File: config.mk
export PLATFORM = sky130hd
export DESIGN_NAME = keypad_irq_unit
export DESIGN_NICKNAME = d
export VERILOG_FILES = /design/src/hdl/keypad_irq_pkg.sv /design/src/hdl/keypad_edge_detect.sv /design/src/hdl/keypad_wb_slave.sv /design/src/hdl/keypad_irq_unit.sv
export SDC_FILE = /design/constraint.sdc
export NUM_CORES = 1
export LEC_CHECK = 0
export BUFFER_PORTS_ARGS = -buffer_cell sky130_fd_sc_hd__buf_2
export CAP_MARGIN = 30
export CORE_MARGIN = 2
export CORE_UTILIZATION = 43
export DETAILED_ROUTE_END_ITERATION = 8
export PLACE_DENSITY = 0.72
export SYNTH_ARGS = -nofsm -noshare
export SYNTH_HDL_FRONTEND = slang
export SYNTH_HIERARCHICAL = 1
export SYNTH_SLANG_ARGS = --single-unit
export TNS_END_PERCENT = 10
File: constraint.sdc
create_clock -name i_clk_sys -period 2.1 [get_ports i_clk_sys]
set_clock_uncertainty 0.1 [all_clocks]
set_input_delay 0.105 -clock i_clk_sys [delete_from_list [all_inputs] [get_ports i_clk_sys]]
set_output_delay 0.105 -clock i_clk_sys [all_outputs]
set_load 0.05 [all_outputs]
File: src/hdl/keypad_irq_pkg.sv
// package: keypad interrupt unit register map, fields and reset values
package keypad_irq_pkg;
  // ----------------------------------------------------------------
  // widths
  // ----------------------------------------------------------------
  localparam int unsigned NUM_PINS   = 8;
  localparam int unsigned ADDR_W     = 4;
  localparam int unsigned DATA_W     = 32;

  // ----------------------------------------------------------------
  // register byte offsets
  // ----------------------------------------------------------------
  localparam logic [ADDR_W-1:0] OFS_CTRL   = 4'h0;  // status and control
  localparam logic [ADDR_W-1:0] OFS_PIN_EN = 4'h4;  // per-pin enables
  localparam logic [ADDR_W-1:0] OFS_DIR    = 4'h8;  // port direction
  localparam logic [ADDR_W-1:0] OFS_DATA   = 4'hC;  // port data

  // ----------------------------------------------------------------
  // control register fields
  // ----------------------------------------------------------------
  localparam int unsigned BIT_EDGE_LEVEL = 0;  // edge_level_select
  localparam int unsigned BIT_MASK       = 1;  // interrupt_mask
  localparam int unsigned BIT_ACK        = 2;  // acknowledge_bit, write only
  localparam int unsigned BIT_PENDING    = 3;  // pending_flag, read only

  // ----------------------------------------------------------------
  // reset values
  // ----------------------------------------------------------------
  localparam logic [7:0] RST_PIN_EN = 8'h00;
  localparam logic [7:0] RST_DIR    = 8'h00;
  localparam logic [7:0] RST_DATA   = 8'h00;
  localparam logic       RST_MODE   = 1'b0;
  localparam logic       RST_MASK   = 1'b0;
endpackage

File: src/hdl/keypad_edge_detect.sv
// per-pin falling edge detector on already synchronous pin levels
`timescale 1ns/1ps
module keypad_edge_detect #(
  parameter int unsigned WIDTH = 8
) (
  // clock and reset
  input  wire logic             i_clk_sys,
  input  wire logic             i_rst_n,
  // pin levels and edges
  input  wire logic [WIDTH-1:0] i_level,
  output logic      [WIDTH-1:0] o_fall
);
  logic [WIDTH-1:0] prev_r;
  logic [WIDTH-1:0] prev_nxt;

  // previous level; resets high so an idle pin shows no edge
  always_comb begin
    prev_nxt = i_level;
  end

  always_ff @(posedge i_clk_sys or negedge i_rst_n) begin
    if (!i_rst_n) begin
      prev_r <= '1;
    end else begin
      prev_r <= prev_nxt;
    end
  end

  // one generate slice per pin
  for (genvar g = 0; g < WIDTH; g++) begin : g_pin
    assign o_fall[g] = prev_r[g] & ~i_level[g];
  end
endmodule

File: src/hdl/keypad_wb_slave.sv
// classic wishbone slave front end: decode and one-cycle ack
`timescale 1ns/1ps
module keypad_wb_slave #(
  parameter int unsigned ADDR_W = 4
) (
  // clock and reset
  input  wire logic              i_clk_sys,
  input  wire logic              i_rst_n,
  // wishbone request
  input  wire logic              i_wb_cyc,
  input  wire logic              i_wb_stb,
  input  wire logic              i_wb_we,
  input  wire logic [ADDR_W-1:0] i_wb_adr,
  // decoded strobes
  output logic                   o_wr_stb,
  output logic                   o_rd_stb,
  output logic                   o_ack
);
  logic ack_r;
  logic ack_nxt;

  // ack one cycle after request, dropped the cycle after
  always_comb begin
    ack_nxt = i_wb_cyc & i_wb_stb & ~ack_r;
  end

  always_ff @(posedge i_clk_sys or negedge i_rst_n) begin
    if (!i_rst_n) begin
      ack_r <= 1'b0;
    end else begin
      ack_r <= ack_nxt;
    end
  end

  // accesses take effect at the acking edge only
  assign o_ack    = ack_r;
  assign o_wr_stb = ack_nxt & i_wb_we;
  assign o_rd_stb = ack_nxt & ~i_wb_we;
endmodule

File: src/hdl/keypad_irq_unit.sv
// keypad interrupt unit: pin enables, edge/level request, wishbone registers
`timescale 1ns/1ps
module keypad_irq_unit
  import keypad_irq_pkg::*;
#(
  parameter int unsigned PINS = NUM_PINS
) (
  // clock and reset
  input  wire logic              i_clk_sys,
  input  wire logic              i_rst_n,
  // wishbone slave
  input  wire logic              i_wb_cyc,
  input  wire logic              i_wb_stb,
  input  wire logic              i_wb_we,
  input  wire logic [ADDR_W-1:0] i_wb_adr,
  input  wire logic [3:0]        i_wb_sel,
  input  wire logic [DATA_W-1:0] i_wb_dat,
  output logic      [DATA_W-1:0] o_wb_dat,
  output logic                   o_wb_ack,
  // processor side
  input  wire logic              i_vector_fetch,
  output logic                   o_irq,
  output logic                   o_wake,
  // port pins
  input  wire logic [PINS-1:0]   i_pin,
  output logic      [PINS-1:0]   o_pin,
  output logic      [PINS-1:0]   o_pin_oe_n,
  output logic      [PINS-1:0]   o_pullup_en
);
  // ----------------------------------------------------------------
  // bus front end
  // ----------------------------------------------------------------
  logic wr_stb;
  logic rd_stb;
  logic ack_w;

  keypad_wb_slave #(
    .ADDR_W (ADDR_W)
  ) u_bus (
    .i_clk_sys (i_clk_sys),
    .i_rst_n   (i_rst_n),
    .i_wb_cyc  (i_wb_cyc),
    .i_wb_stb  (i_wb_stb),
    .i_wb_we   (i_wb_we),
    .i_wb_adr  (i_wb_adr),
    .o_wr_stb  (wr_stb),
    .o_rd_stb  (rd_stb),
    .o_ack     (ack_w)
  );

  assign o_wb_ack = ack_w;

  // ----------------------------------------------------------------
  // pin edge detection
  // ----------------------------------------------------------------
  logic [PINS-1:0] fall;

  keypad_edge_detect #(
    .WIDTH (PINS)
  ) u_edge (
    .i_clk_sys (i_clk_sys),
    .i_rst_n   (i_rst_n),
    .i_level   (i_pin),
    .o_fall    (fall)
  );

  // ----------------------------------------------------------------
  // state
  // ----------------------------------------------------------------
  logic [PINS-1:0]   pin_irq_enable_r;
  logic [PINS-1:0]   pin_irq_enable_nxt;
  logic [PINS-1:0]   port_direction_bits_r;
  logic [PINS-1:0]   port_direction_bits_nxt;
  logic [PINS-1:0]   port_data_r;
  logic [PINS-1:0]   port_data_nxt;
  logic              edge_level_select_r;
  logic              edge_level_select_nxt;
  logic              interrupt_mask_r;
  logic              interrupt_mask_nxt;
  logic              latch_r;
  logic              latch_nxt;
  logic              irq_r;
  logic              irq_nxt;
  logic              wake_r;
  logic              wake_nxt;
  logic [DATA_W-1:0] rdata_r;
  logic [DATA_W-1:0] rdata_nxt;
  logic [PINS-1:0]   pin_out_r;
  logic [PINS-1:0]   pin_out_nxt;
  logic [PINS-1:0]   pin_oe_n_r;
  logic [PINS-1:0]   pin_oe_n_nxt;
  logic [PINS-1:0]   pullup_r;
  logic [PINS-1:0]   pullup_nxt;

  // ----------------------------------------------------------------
  // decode helpers
  // ----------------------------------------------------------------
  // true when a write hits the given offset with the low lane selected
  function automatic logic hit(input logic [ADDR_W-1:0] ofs);
    hit = wr_stb && (i_wb_adr == ofs) && i_wb_sel[0];
  endfunction

  logic            wr_ctrl;
  logic            sw_ack;
  logic            clear_evt;
  logic [PINS-1:0] low_enabled;
  logic            any_low;
  logic            any_fall;

  assign wr_ctrl     = hit(OFS_CTRL);
  assign sw_ack      = wr_ctrl & i_wb_dat[BIT_ACK];
  assign clear_evt   = sw_ack | i_vector_fetch;
  assign low_enabled = pin_irq_enable_nxt & ~i_pin;
  assign any_low     = |low_enabled;
  assign any_fall    = |(fall & pin_irq_enable_r);

  // ----------------------------------------------------------------
  // configuration registers
  // ----------------------------------------------------------------
  // plain read/write registers; writes take effect at the acking edge
  always_comb begin
    pin_irq_enable_nxt      = pin_irq_enable_r;
    port_direction_bits_nxt = port_direction_bits_r;
    port_data_nxt           = port_data_r;
    edge_level_select_nxt   = edge_level_select_r;
    interrupt_mask_nxt      = interrupt_mask_r;
    if (wr_ctrl) begin
      edge_level_select_nxt = i_wb_dat[BIT_EDGE_LEVEL];
      interrupt_mask_nxt    = i_wb_dat[BIT_MASK];
    end else if (hit(OFS_PIN_EN)) begin
      pin_irq_enable_nxt = i_wb_dat[PINS-1:0];
    end else if (hit(OFS_DIR)) begin
      port_direction_bits_nxt = i_wb_dat[PINS-1:0];
    end else if (hit(OFS_DATA)) begin
      port_data_nxt = i_wb_dat[PINS-1:0];
    end
  end

  // mode bit returns to edge-only on reset
  always_ff @(posedge i_clk_sys or negedge i_rst_n) begin
    if (!i_rst_n) begin
      pin_irq_enable_r      <= RST_PIN_EN[PINS-1:0];
      port_direction_bits_r <= RST_DIR[PINS-1:0];
      port_data_r           <= RST_DATA[PINS-1:0];
      edge_level_select_r   <= RST_MODE;
      interrupt_mask_r      <= RST_MASK;
    end else begin
      pin_irq_enable_r      <= pin_irq_enable_nxt;
      port_direction_bits_r <= port_direction_bits_nxt;
      port_data_r           <= port_data_nxt;
      edge_level_select_r   <= edge_level_select_nxt;
      interrupt_mask_r      <= interrupt_mask_nxt;
    end
  end

  // ----------------------------------------------------------------
  // interrupt request
  // ----------------------------------------------------------------
  // latch_r records a falling edge not yet acknowledged; an edge in the
  // same cycle as the clear wins so no key press is lost.
  // the request itself is the latch, or in level mode the latch plus
  // any enabled pin still held low, so the clear and the pin release
  // may happen in either order.
  always_comb begin
    latch_nxt = latch_r;
    if (clear_evt) begin
      latch_nxt = 1'b0;
    end
    if (any_fall) begin
      latch_nxt = 1'b1;
    end
    // the request is the latch or the level hold; either alone keeps it,
    // so the clear and the pin release may come in either order
    // hold_nxt is built in its own process from latch_nxt, so no loop
    // forms here even though both feed the registered request
    irq_nxt = latch_nxt | hold_nxt;
    // the pending flag reads irq_r, the unmasked request
    // only the output side below is gated by the mask
    // no clock gating here: the unit keeps running in wait and stop
    wake_nxt = irq_nxt & ~interrupt_mask_nxt;
  end

  // level-mode hold: request stays while any enabled pin is low
  logic hold_r;
  logic hold_nxt;

  always_comb begin
    hold_nxt = 1'b0;
    if (edge_level_select_nxt) begin
      hold_nxt = (hold_r | latch_nxt) & any_low;
    end
  end

  always_ff @(posedge i_clk_sys or negedge i_rst_n) begin
    if (!i_rst_n) begin
      latch_r <= 1'b0;
      hold_r  <= 1'b0;
      irq_r   <= 1'b0;
      wake_r  <= 1'b0;
    end else begin
      latch_r <= latch_nxt;
      hold_r  <= hold_nxt;
      irq_r   <= irq_nxt;
      wake_r  <= wake_nxt;
    end
  end

  // pending flag is the raw request; the mask only gates the output
  assign o_irq  = wake_r;
  assign o_wake = wake_r;

  // ----------------------------------------------------------------
  // read data
  // ----------------------------------------------------------------
  // unmapped offsets read as zero; pin data reads the pad where the direction bit is clear
  always_comb begin
    rdata_nxt = '0;
    if (rd_stb) begin
      if (i_wb_adr == OFS_CTRL) begin
        rdata_nxt[BIT_EDGE_LEVEL] = edge_level_select_r;
        rdata_nxt[BIT_MASK]       = interrupt_mask_r;
        rdata_nxt[BIT_PENDING]    = irq_r;
      end else if (i_wb_adr == OFS_PIN_EN) begin
        rdata_nxt[PINS-1:0] = pin_irq_enable_r;
      end else if (i_wb_adr == OFS_DIR) begin
        rdata_nxt[PINS-1:0] = port_direction_bits_r;
      end else if (i_wb_adr == OFS_DATA) begin
        rdata_nxt[PINS-1:0] = (port_direction_bits_r & port_data_r)
                            | (~port_direction_bits_r & i_pin);
      end
    end
  end

  always_ff @(posedge i_clk_sys or negedge i_rst_n) begin
    if (!i_rst_n) begin
      rdata_r <= '0;
    end else begin
      rdata_r <= rdata_nxt;
    end
  end

  assign o_wb_dat = rdata_r;

  // ----------------------------------------------------------------
  // pin drivers
  // ----------------------------------------------------------------
  // enable overrides direction; pull-up keeps an idle key high, but a
  // freshly enabled pin may still read low without raising a request, as only a falling edge latches one
  always_comb begin
    pin_out_nxt  = port_data_nxt;
    pin_oe_n_nxt = ~(port_direction_bits_nxt & ~pin_irq_enable_nxt);
    pullup_nxt   = pin_irq_enable_nxt;
  end

  always_ff @(posedge i_clk_sys or negedge i_rst_n) begin
    if (!i_rst_n) begin
      pin_out_r  <= '0;
      pin_oe_n_r <= '1;
      pullup_r   <= '0;
    end else begin
      pin_out_r  <= pin_out_nxt;
      pin_oe_n_r <= pin_oe_n_nxt;
      pullup_r   <= pullup_nxt;
    end
  end

  assign o_pin       = pin_out_r;
  assign o_pin_oe_n  = pin_oe_n_r;
  assign o_pullup_en = pullup_r;
endmodule

==> run summary, run 1 <==
Worst Path Required - 2.18 ns
Final Cell Area - 3370 µm²
Metal3 WL - 250 µm
Synth cell types - 34
Crit path kind - flip-flop to flip-flop
CTS root buf - clkbuf_8
Worst skew pair latency - 0.31 ns
Ant diodes - 0
Vias per std cell - 4.93
Clock power frac - 0.236
Ys async rst share - 1.00
Gate power share - 0.246
Row count - 28
Io pins - 113
Cells on worst reg2reg path - 8
Initial Util - 0.444
Max Used Layer - met4
Internal power - 1.53 mW
Sw Ratio - 0.333
H-tree Lvls - 2
Layout cells sized above 1 - 0.459
Crit path max fanout - 10
Cell Pwr Density - 680 nW/µm²
Fin. max-slew vios - 0
Number of global-route vias before repair - 1,855
Clk sinks - 55
Post-detail-place hpwl - 4290 µm
Most frequent cells in the layout - buf_2 (61), dfrtp_1 (38), conb_1 (24)
Critical path endpoint category - flip-flop
Vias after detailed routing - 1,937
Status - finished with violations
Syn-to-layout area delta - 28.3%
Peak Freq - 446 MHz
Max_cap viols - 0
Yosys warnings - 6
Register area share after synthesis - 0.531
Worst path bufs/invs - 1
Final ANT Viol Nets - 0
Routed wire length per instance - 14.7 µm
Largest net degree at the start of global routing - 32
# port buffers - 61
Seq pwr share - 0.518
Post-Route Utilization - 0.569
Max clock buf depth - 2
Avg Synthesized Cell Area - 11.9 µm²
RSZ-0062 raised after global routing - true
M1 WL - 2550 µm
DRT Pass-1 Iters - 4
Final estimated routing congestion in global placement - 0.850
Commonest non-fill, non-tap cell in the layout - buf_2
Final nets - 373
Initial antenna violation count - 0
Tmin final - 2.24 ns
Clock transition at path regs - 0.09 ns
Syn Std Cell Area - 2630 µm²
Die X - 82.2 µm
Die area - 6750 µm²
# DRC - 0
Leak - 1.63 nW
Net switching power - 0.763 mW
Part of the cycle the worst path needs - 1.07
Core Area - 5920 µm²
Peak VDD IR - 369 µV
Violated checks - setup timing
Total GRT Usage - 0.183
Kind of cell adding the most delay to the critical path - simple AND/OR/NAND/NOR gates
Worst path depth - 8
CP peak stage delay - 0.41 ns
Final setup margin - -0.144 ns
Critical-path top delay cell - dfrtp_2
Hold crit path type - primary input to flip-flop
Final hold vios - 0
First-pass GRT wire length - 9130 µm
Final wirelength - 5790 µm
CTS Buf Count - 5
Crit path cell chain - and4b_2, nand3_2, nor4_4, buf_12, mux2i_2, o22ai_2, o311ai_2, a21oi_1
DR iter-0 viols - 111
DP Area - 3080 µm²
Die Height - 82.2 µm
CP startpoint kind - flip-flop
WP data arrival - 2.32 ns
Main synth FF type - dfrtp_1
Relative slew slack - 0.612
Post-Synthesis Cells - 220
GR Overflow Total - 0
CTS tree - done
Hold depth - 2
Final number of setup-violating endpoints - 3
Wire length on met2 - 2890 µm
Slew @ Worst Pin - 0.582 ns
Synth Register Bits - 55
EDFF count, synth - 0
-- logic make-up (layout without fill, tap and decap cells) --
| family | Yosys count | after routing | synth area share |
|---|---|---|---|
| other | 1 | 24 | 0.00143 |
| buffers and inverters | 38 | 113 | 0.0929 |
| and+or+nand+nor | 58 | 58 | 0.169 |
| AOI/OAI and AO/OA | 39 | 39 | 0.0857 |
| muxes | 29 | 29 | 0.120 |
| DFF | 55 | 55 | 0.531 |
-- worst paths after layout --
| path | startpoint | endpoint | slack (ns) |
|---|---|---|---|
| max | u_bus/o_ack$_DFF_PN0_ | o_irq$_DFF_PN0_ | -0.14 |
| max in group asynchronous | i_rst_n | o_pin_oe_n[6]$_DFF_PN1_ | 1.04 |
| max reg2reg | u_bus/o_ack$_DFF_PN0_ | o_irq$_DFF_PN0_ | -0.14 |
| min reg2reg | o_pin[6]$_DFFE_PN0P_ | o_pin[6]$_DFFE_PN0P_ | 0.43 |
| min | i_wb_dat[0] | o_pin[0]$_DFFE_PN0P_ | 0.02 |
| min in group asynchronous | i_rst_n | o_wb_dat[4]$_DFF_PN0_ | 0.22 |
-- sequential cells by signal, indices dropped and copies added (netlist names) --
signal,flops
latch_r,1
hold_r,1
interrupt_mask_r,1
irq_r,1
u_bus/o_ack,1
u_edge/prev_r,8
o_pin,8
port_direction_bits_r,8
o_pin_oe_n,8
o_irq,1
edge_level_select_r,1
o_wb_dat,8
o_pullup_en,8
-- per-stage QoR --
stage / hold slack (ns) / total power [mW] / setup slack, ns / instances / setup TNS [ns]
floorplan: -0.291 / 1.61 / -0.199 / 243 / -0.475
global placement: 0.0330 / 1.73 / -0.0923 / 368 / -0.180
detailed placement: 0.0305 / 1.74 / -0.164 / 368 / -0.369
CTS: 0.00417 / 2.30 / -0.191 / 392 / -0.443
global route: 0.0110 / 2.40 / -0.263 / 393 / -0.666
finish: 0.0165 / 2.29 / -0.144 / 393 / -0.291
-- cell type report --
type | count | area, µm²
multi-input combinational | 150 | 1120
sequential | 55 | 1400
clock buffer | 6 | 72.6
tap | 75 | 93.8
timing repair buffer | 97 | 646
fill | 507 | 2550
inverter | 10 | 37.5
-- Yosys cell counts (2+ instances only) --
| cell type | n | area share |
|---|---|---|
| nand3b_1 | 8 | 0.023 |
| nor2b_4 | 8 | 0.042 |
| inv_1 | 10 | 0.014 |
| a22oi_1 | 4 | 0.011 |
| o21ai_0 | 14 | 0.027 |
| nor2b_1 | 14 | 0.033 |
| a21oi_1 | 15 | 0.029 |
| nand2_1 | 10 | 0.014 |
| dfstp_2 | 16 | 0.16 |
| nor3_2 | 2 | 0.0076 |
| buf_4 | 25 | 0.071 |
| nor2_1 | 5 | 0.0071 |
| mux2i_1 | 9 | 0.034 |
| dfrtp_1 | 39 | 0.37 |
| nand2b_1 | 2 | 0.0048 |
| clkbuf_1 | 2 | 0.0029 |
| mux2_2 | 20 | 0.086 |
-- per-layer routing --
layer / vias to the layer above / track usage
li1: 904 / -
met1: 966 / 0.234
met2: 59 / 0.311
met3: 8 / 0.0348
met4: 0 / 0.0667
met5: - / 0
-- power by group through the flow --
stage | Sequential (mW) | Combinational (mW) | Clock, mW
after floorplan | 1.34 | 0.272 | 0
after global placement | 1.20 | 0.530 | 0
after detailed placement | 1.21 | 0.534 | 0
after CTS | 1.19 | 0.562 | 0.557
after global routing | 1.20 | 0.602 | 0.603
final | 1.19 | 0.564 | 0.542
-- repair_timing --
item                                    CTS  global route
buffers inserted                          0             1
cloned                                    0             0
hold endpoints to repair                 43             0
resized for setup                         1             4
hold buffers                             18             0
endpoints found under the setup margin    3             3
pin swaps                                 0             2
Note: power is estimated with default switching activity, not from simulation.
==> run 2, diff against run 1 <==
- RECOVER_POWER: not set -> 100
==> run summary, run 2 (synthesis gave the netlist of run 1 again) <==
RR Endpoint - o_irq$_DFF_PN0_
Die Height - 82.2 µm (unchanged)
Post-Route Utilization - 0.560 (-0.00930)
Final setup margin - -0.146 ns (-0.00229 ns)
Non-Filler Instances - 393 (unchanged)
R2r setup slk - -0.15 ns (about the same)
Part of the cycle the worst path needs - 1.07 (+0.00109)
Row count - 28 (unchanged)
Violated checks - setup timing
Area of the multi-input gates - 1120 µm² (unchanged)
Final number of setup-violating endpoints - 3 (unchanged)
CTS root buf - clkbuf_8
Final Cell Area - 3320 µm² (-1.6%)
GR Overflow Total - 0 (unchanged)
RSZ-0062 raised after global routing - true
First-pass GRT wire length - 9130 µm (unchanged)
Core Area - 5920 µm² (unchanged)
Die area - 6750 µm² (unchanged)
Slew @ Worst Pin - 1.30 ns (+0.721 ns)
Layout cells sized above 1 - 0.352 (-0.107)
Largest net degree at the start of global routing - 32 (unchanged)
Most frequent cells in the layout - dfrtp_1 (38), clkbuf_1 (35), buf_2 (27)
DR iter-0 viols - 122 (+9.9%)
Final estimated routing congestion in global placement - 0.850 (unchanged)
# port buffers - 61 (unchanged)
Hold depth - 2 (unchanged)
Place WS - -0.164 ns (unchanged)
CP startpoint kind - flip-flop
Clk sinks - 55 (unchanged)
Fin. max-slew vios - 0 (unchanged)
DRT Pass-1 Iters - 4 (unchanged)
Cells on worst reg2reg path - 8 (unchanged)
Total GRT Usage - 0.183 (unchanged)
Final nets - 373 (unchanged)
FF/Latch Area - 1400 µm² (unchanged)
Peak Freq - 445 MHz (-0.10%)
Max_cap viols - 0 (unchanged)
Initial Util - 0.444 (unchanged)
Vias after detailed routing - 1,933 (-0.21%)
Ant diodes - 0 (unchanged)
Fillers - 526 (+3.7%)
Hold crit path type - primary input to flip-flop
Worst skew pair latency - 0.30 ns (about the same)
Hold endpoint - o_pin[0]$_DFFE_PN0P_
Crit path max fanout - 10 (unchanged)
CTS tree - done
Io pins - 113 (unchanged)
H-tree Lvls - 2 (unchanged)
Final hold vios - 0 (unchanged)
Crit path kind - flip-flop to flip-flop
Relative slew slack - 0.131 (-0.481)
CTS Buf Count - 5 (unchanged)
Initial antenna violation count - 0 (unchanged)
WP data arrival - 2.32 ns (about the same)
Vias per std cell - 4.92 (-0.21%)
Reg-to-reg startpoint - u_bus/o_ack$_DFF_PN0_
Cell Pwr Density - 687 nW/µm² (+1.0%)
Status - finished with violations
Hold_sp - i_wb_dat[0]
Routed wire length per instance - 14.8 µm (+0.22%)
# DRC - 0 (unchanged)
Final ANT Viol Nets - 0 (unchanged)
Commonest non-fill, non-tap cell in the layout - dfrtp_1
Post-detail-place hpwl - 4290 µm (unchanged)
Placed cells - 368 (unchanged)
Max clock buf depth - 2 (unchanged)
Leak - 1.50 nW (-8.2%)
Setup TNS - -0.295 ns (-0.00446 ns)
Final wirelength - 5800 µm (+0.22%)
Tmin final - 2.25 ns (+0.00229 ns)
Critical path endpoint category - flip-flop
Number of global-route vias before repair - 1,855 (unchanged)
Clock transition at path regs - 0.09 ns (about the same)
Worst Path Required - 2.18 ns (about the same)
Peak VDD IR - 369 µV (+0.17%)
DP Area - 3080 µm² (unchanged)
Die X - 82.2 µm (unchanged)
Syn-to-layout area delta - 26.2%
[run 2: layout make-up]
type,count,area share
sequential,55,0.422
multi-input combinational,150,0.339
clock buffer,6,0.0219
inverter,10,0.0113
tap,75,0.0283
timing repair buffer,97,0.178
[run 2: worst max-delay path: stages, from the launching register on]
cell and delay [ns]:
dfrtp_2 0.41, and4b_2 0.29, nand3_2 0.11, nor4_4 0.20, buf_12 0.20, mux2i_2 0.26, o22ai_2 0.13, o311ai_2 0.31
a21oi_1 0.10
[run 2: where the power goes]
group	switching, mW	internal [mW]	leakage (nW)
registers	0.0446	1.14	0.700
clock network	0.317	0.223	0.0371
logic	0.401	0.148	0.763
total	0.762	1.52	1.50
[run 2: how the worst max path moves through the flow]
stage                                     start               to  cells after the start
after floorplan           u_bus/o_ack$_DFF_PN0_  o_irq$_DFF_PN0_                      8
final                     u_bus/o_ack$_DFF_PN0_  o_irq$_DFF_PN0_                      8
after detailed placement  u_bus/o_ack$_DFF_PN0_  o_irq$_DFF_PN0_                      8
after global routing      u_bus/o_ack$_DFF_PN0_  irq_r$_DFF_PN0_                      8
after global placement    u_bus/o_ack$_DFF_PN0_  o_irq$_DFF_PN0_                      8
after CTS                 u_bus/o_ack$_DFF_PN0_  o_irq$_DFF_PN0_                      8
[run 2: through the flow]
step,hold slack (ns),power (mW)
after detailed placement,0.0305,1.74
after CTS,0.00417,2.30
after global placement,0.0330,1.73
after floorplan,-0.291,1.61
after global routing,0.0110,2.39
final,0.0172,2.28
[run 2: what timing repair did]
item,CTS,global route
setup endpoints to repair,3,3
gates resized for setup,1,4
pin swaps,0,2
hold buffers,18,0
buffers inserted,0,1
endpoints found under the hold margin,43,0
[run 2: routing by layer]
layer	GRT usage	wire, µm	part of all wire
met5	0	0	0
met4	0.0667	95	0.016
met3	0.0348	227	0.039
met2	0.311	2870	0.49
met1	0.234	2610	0.45
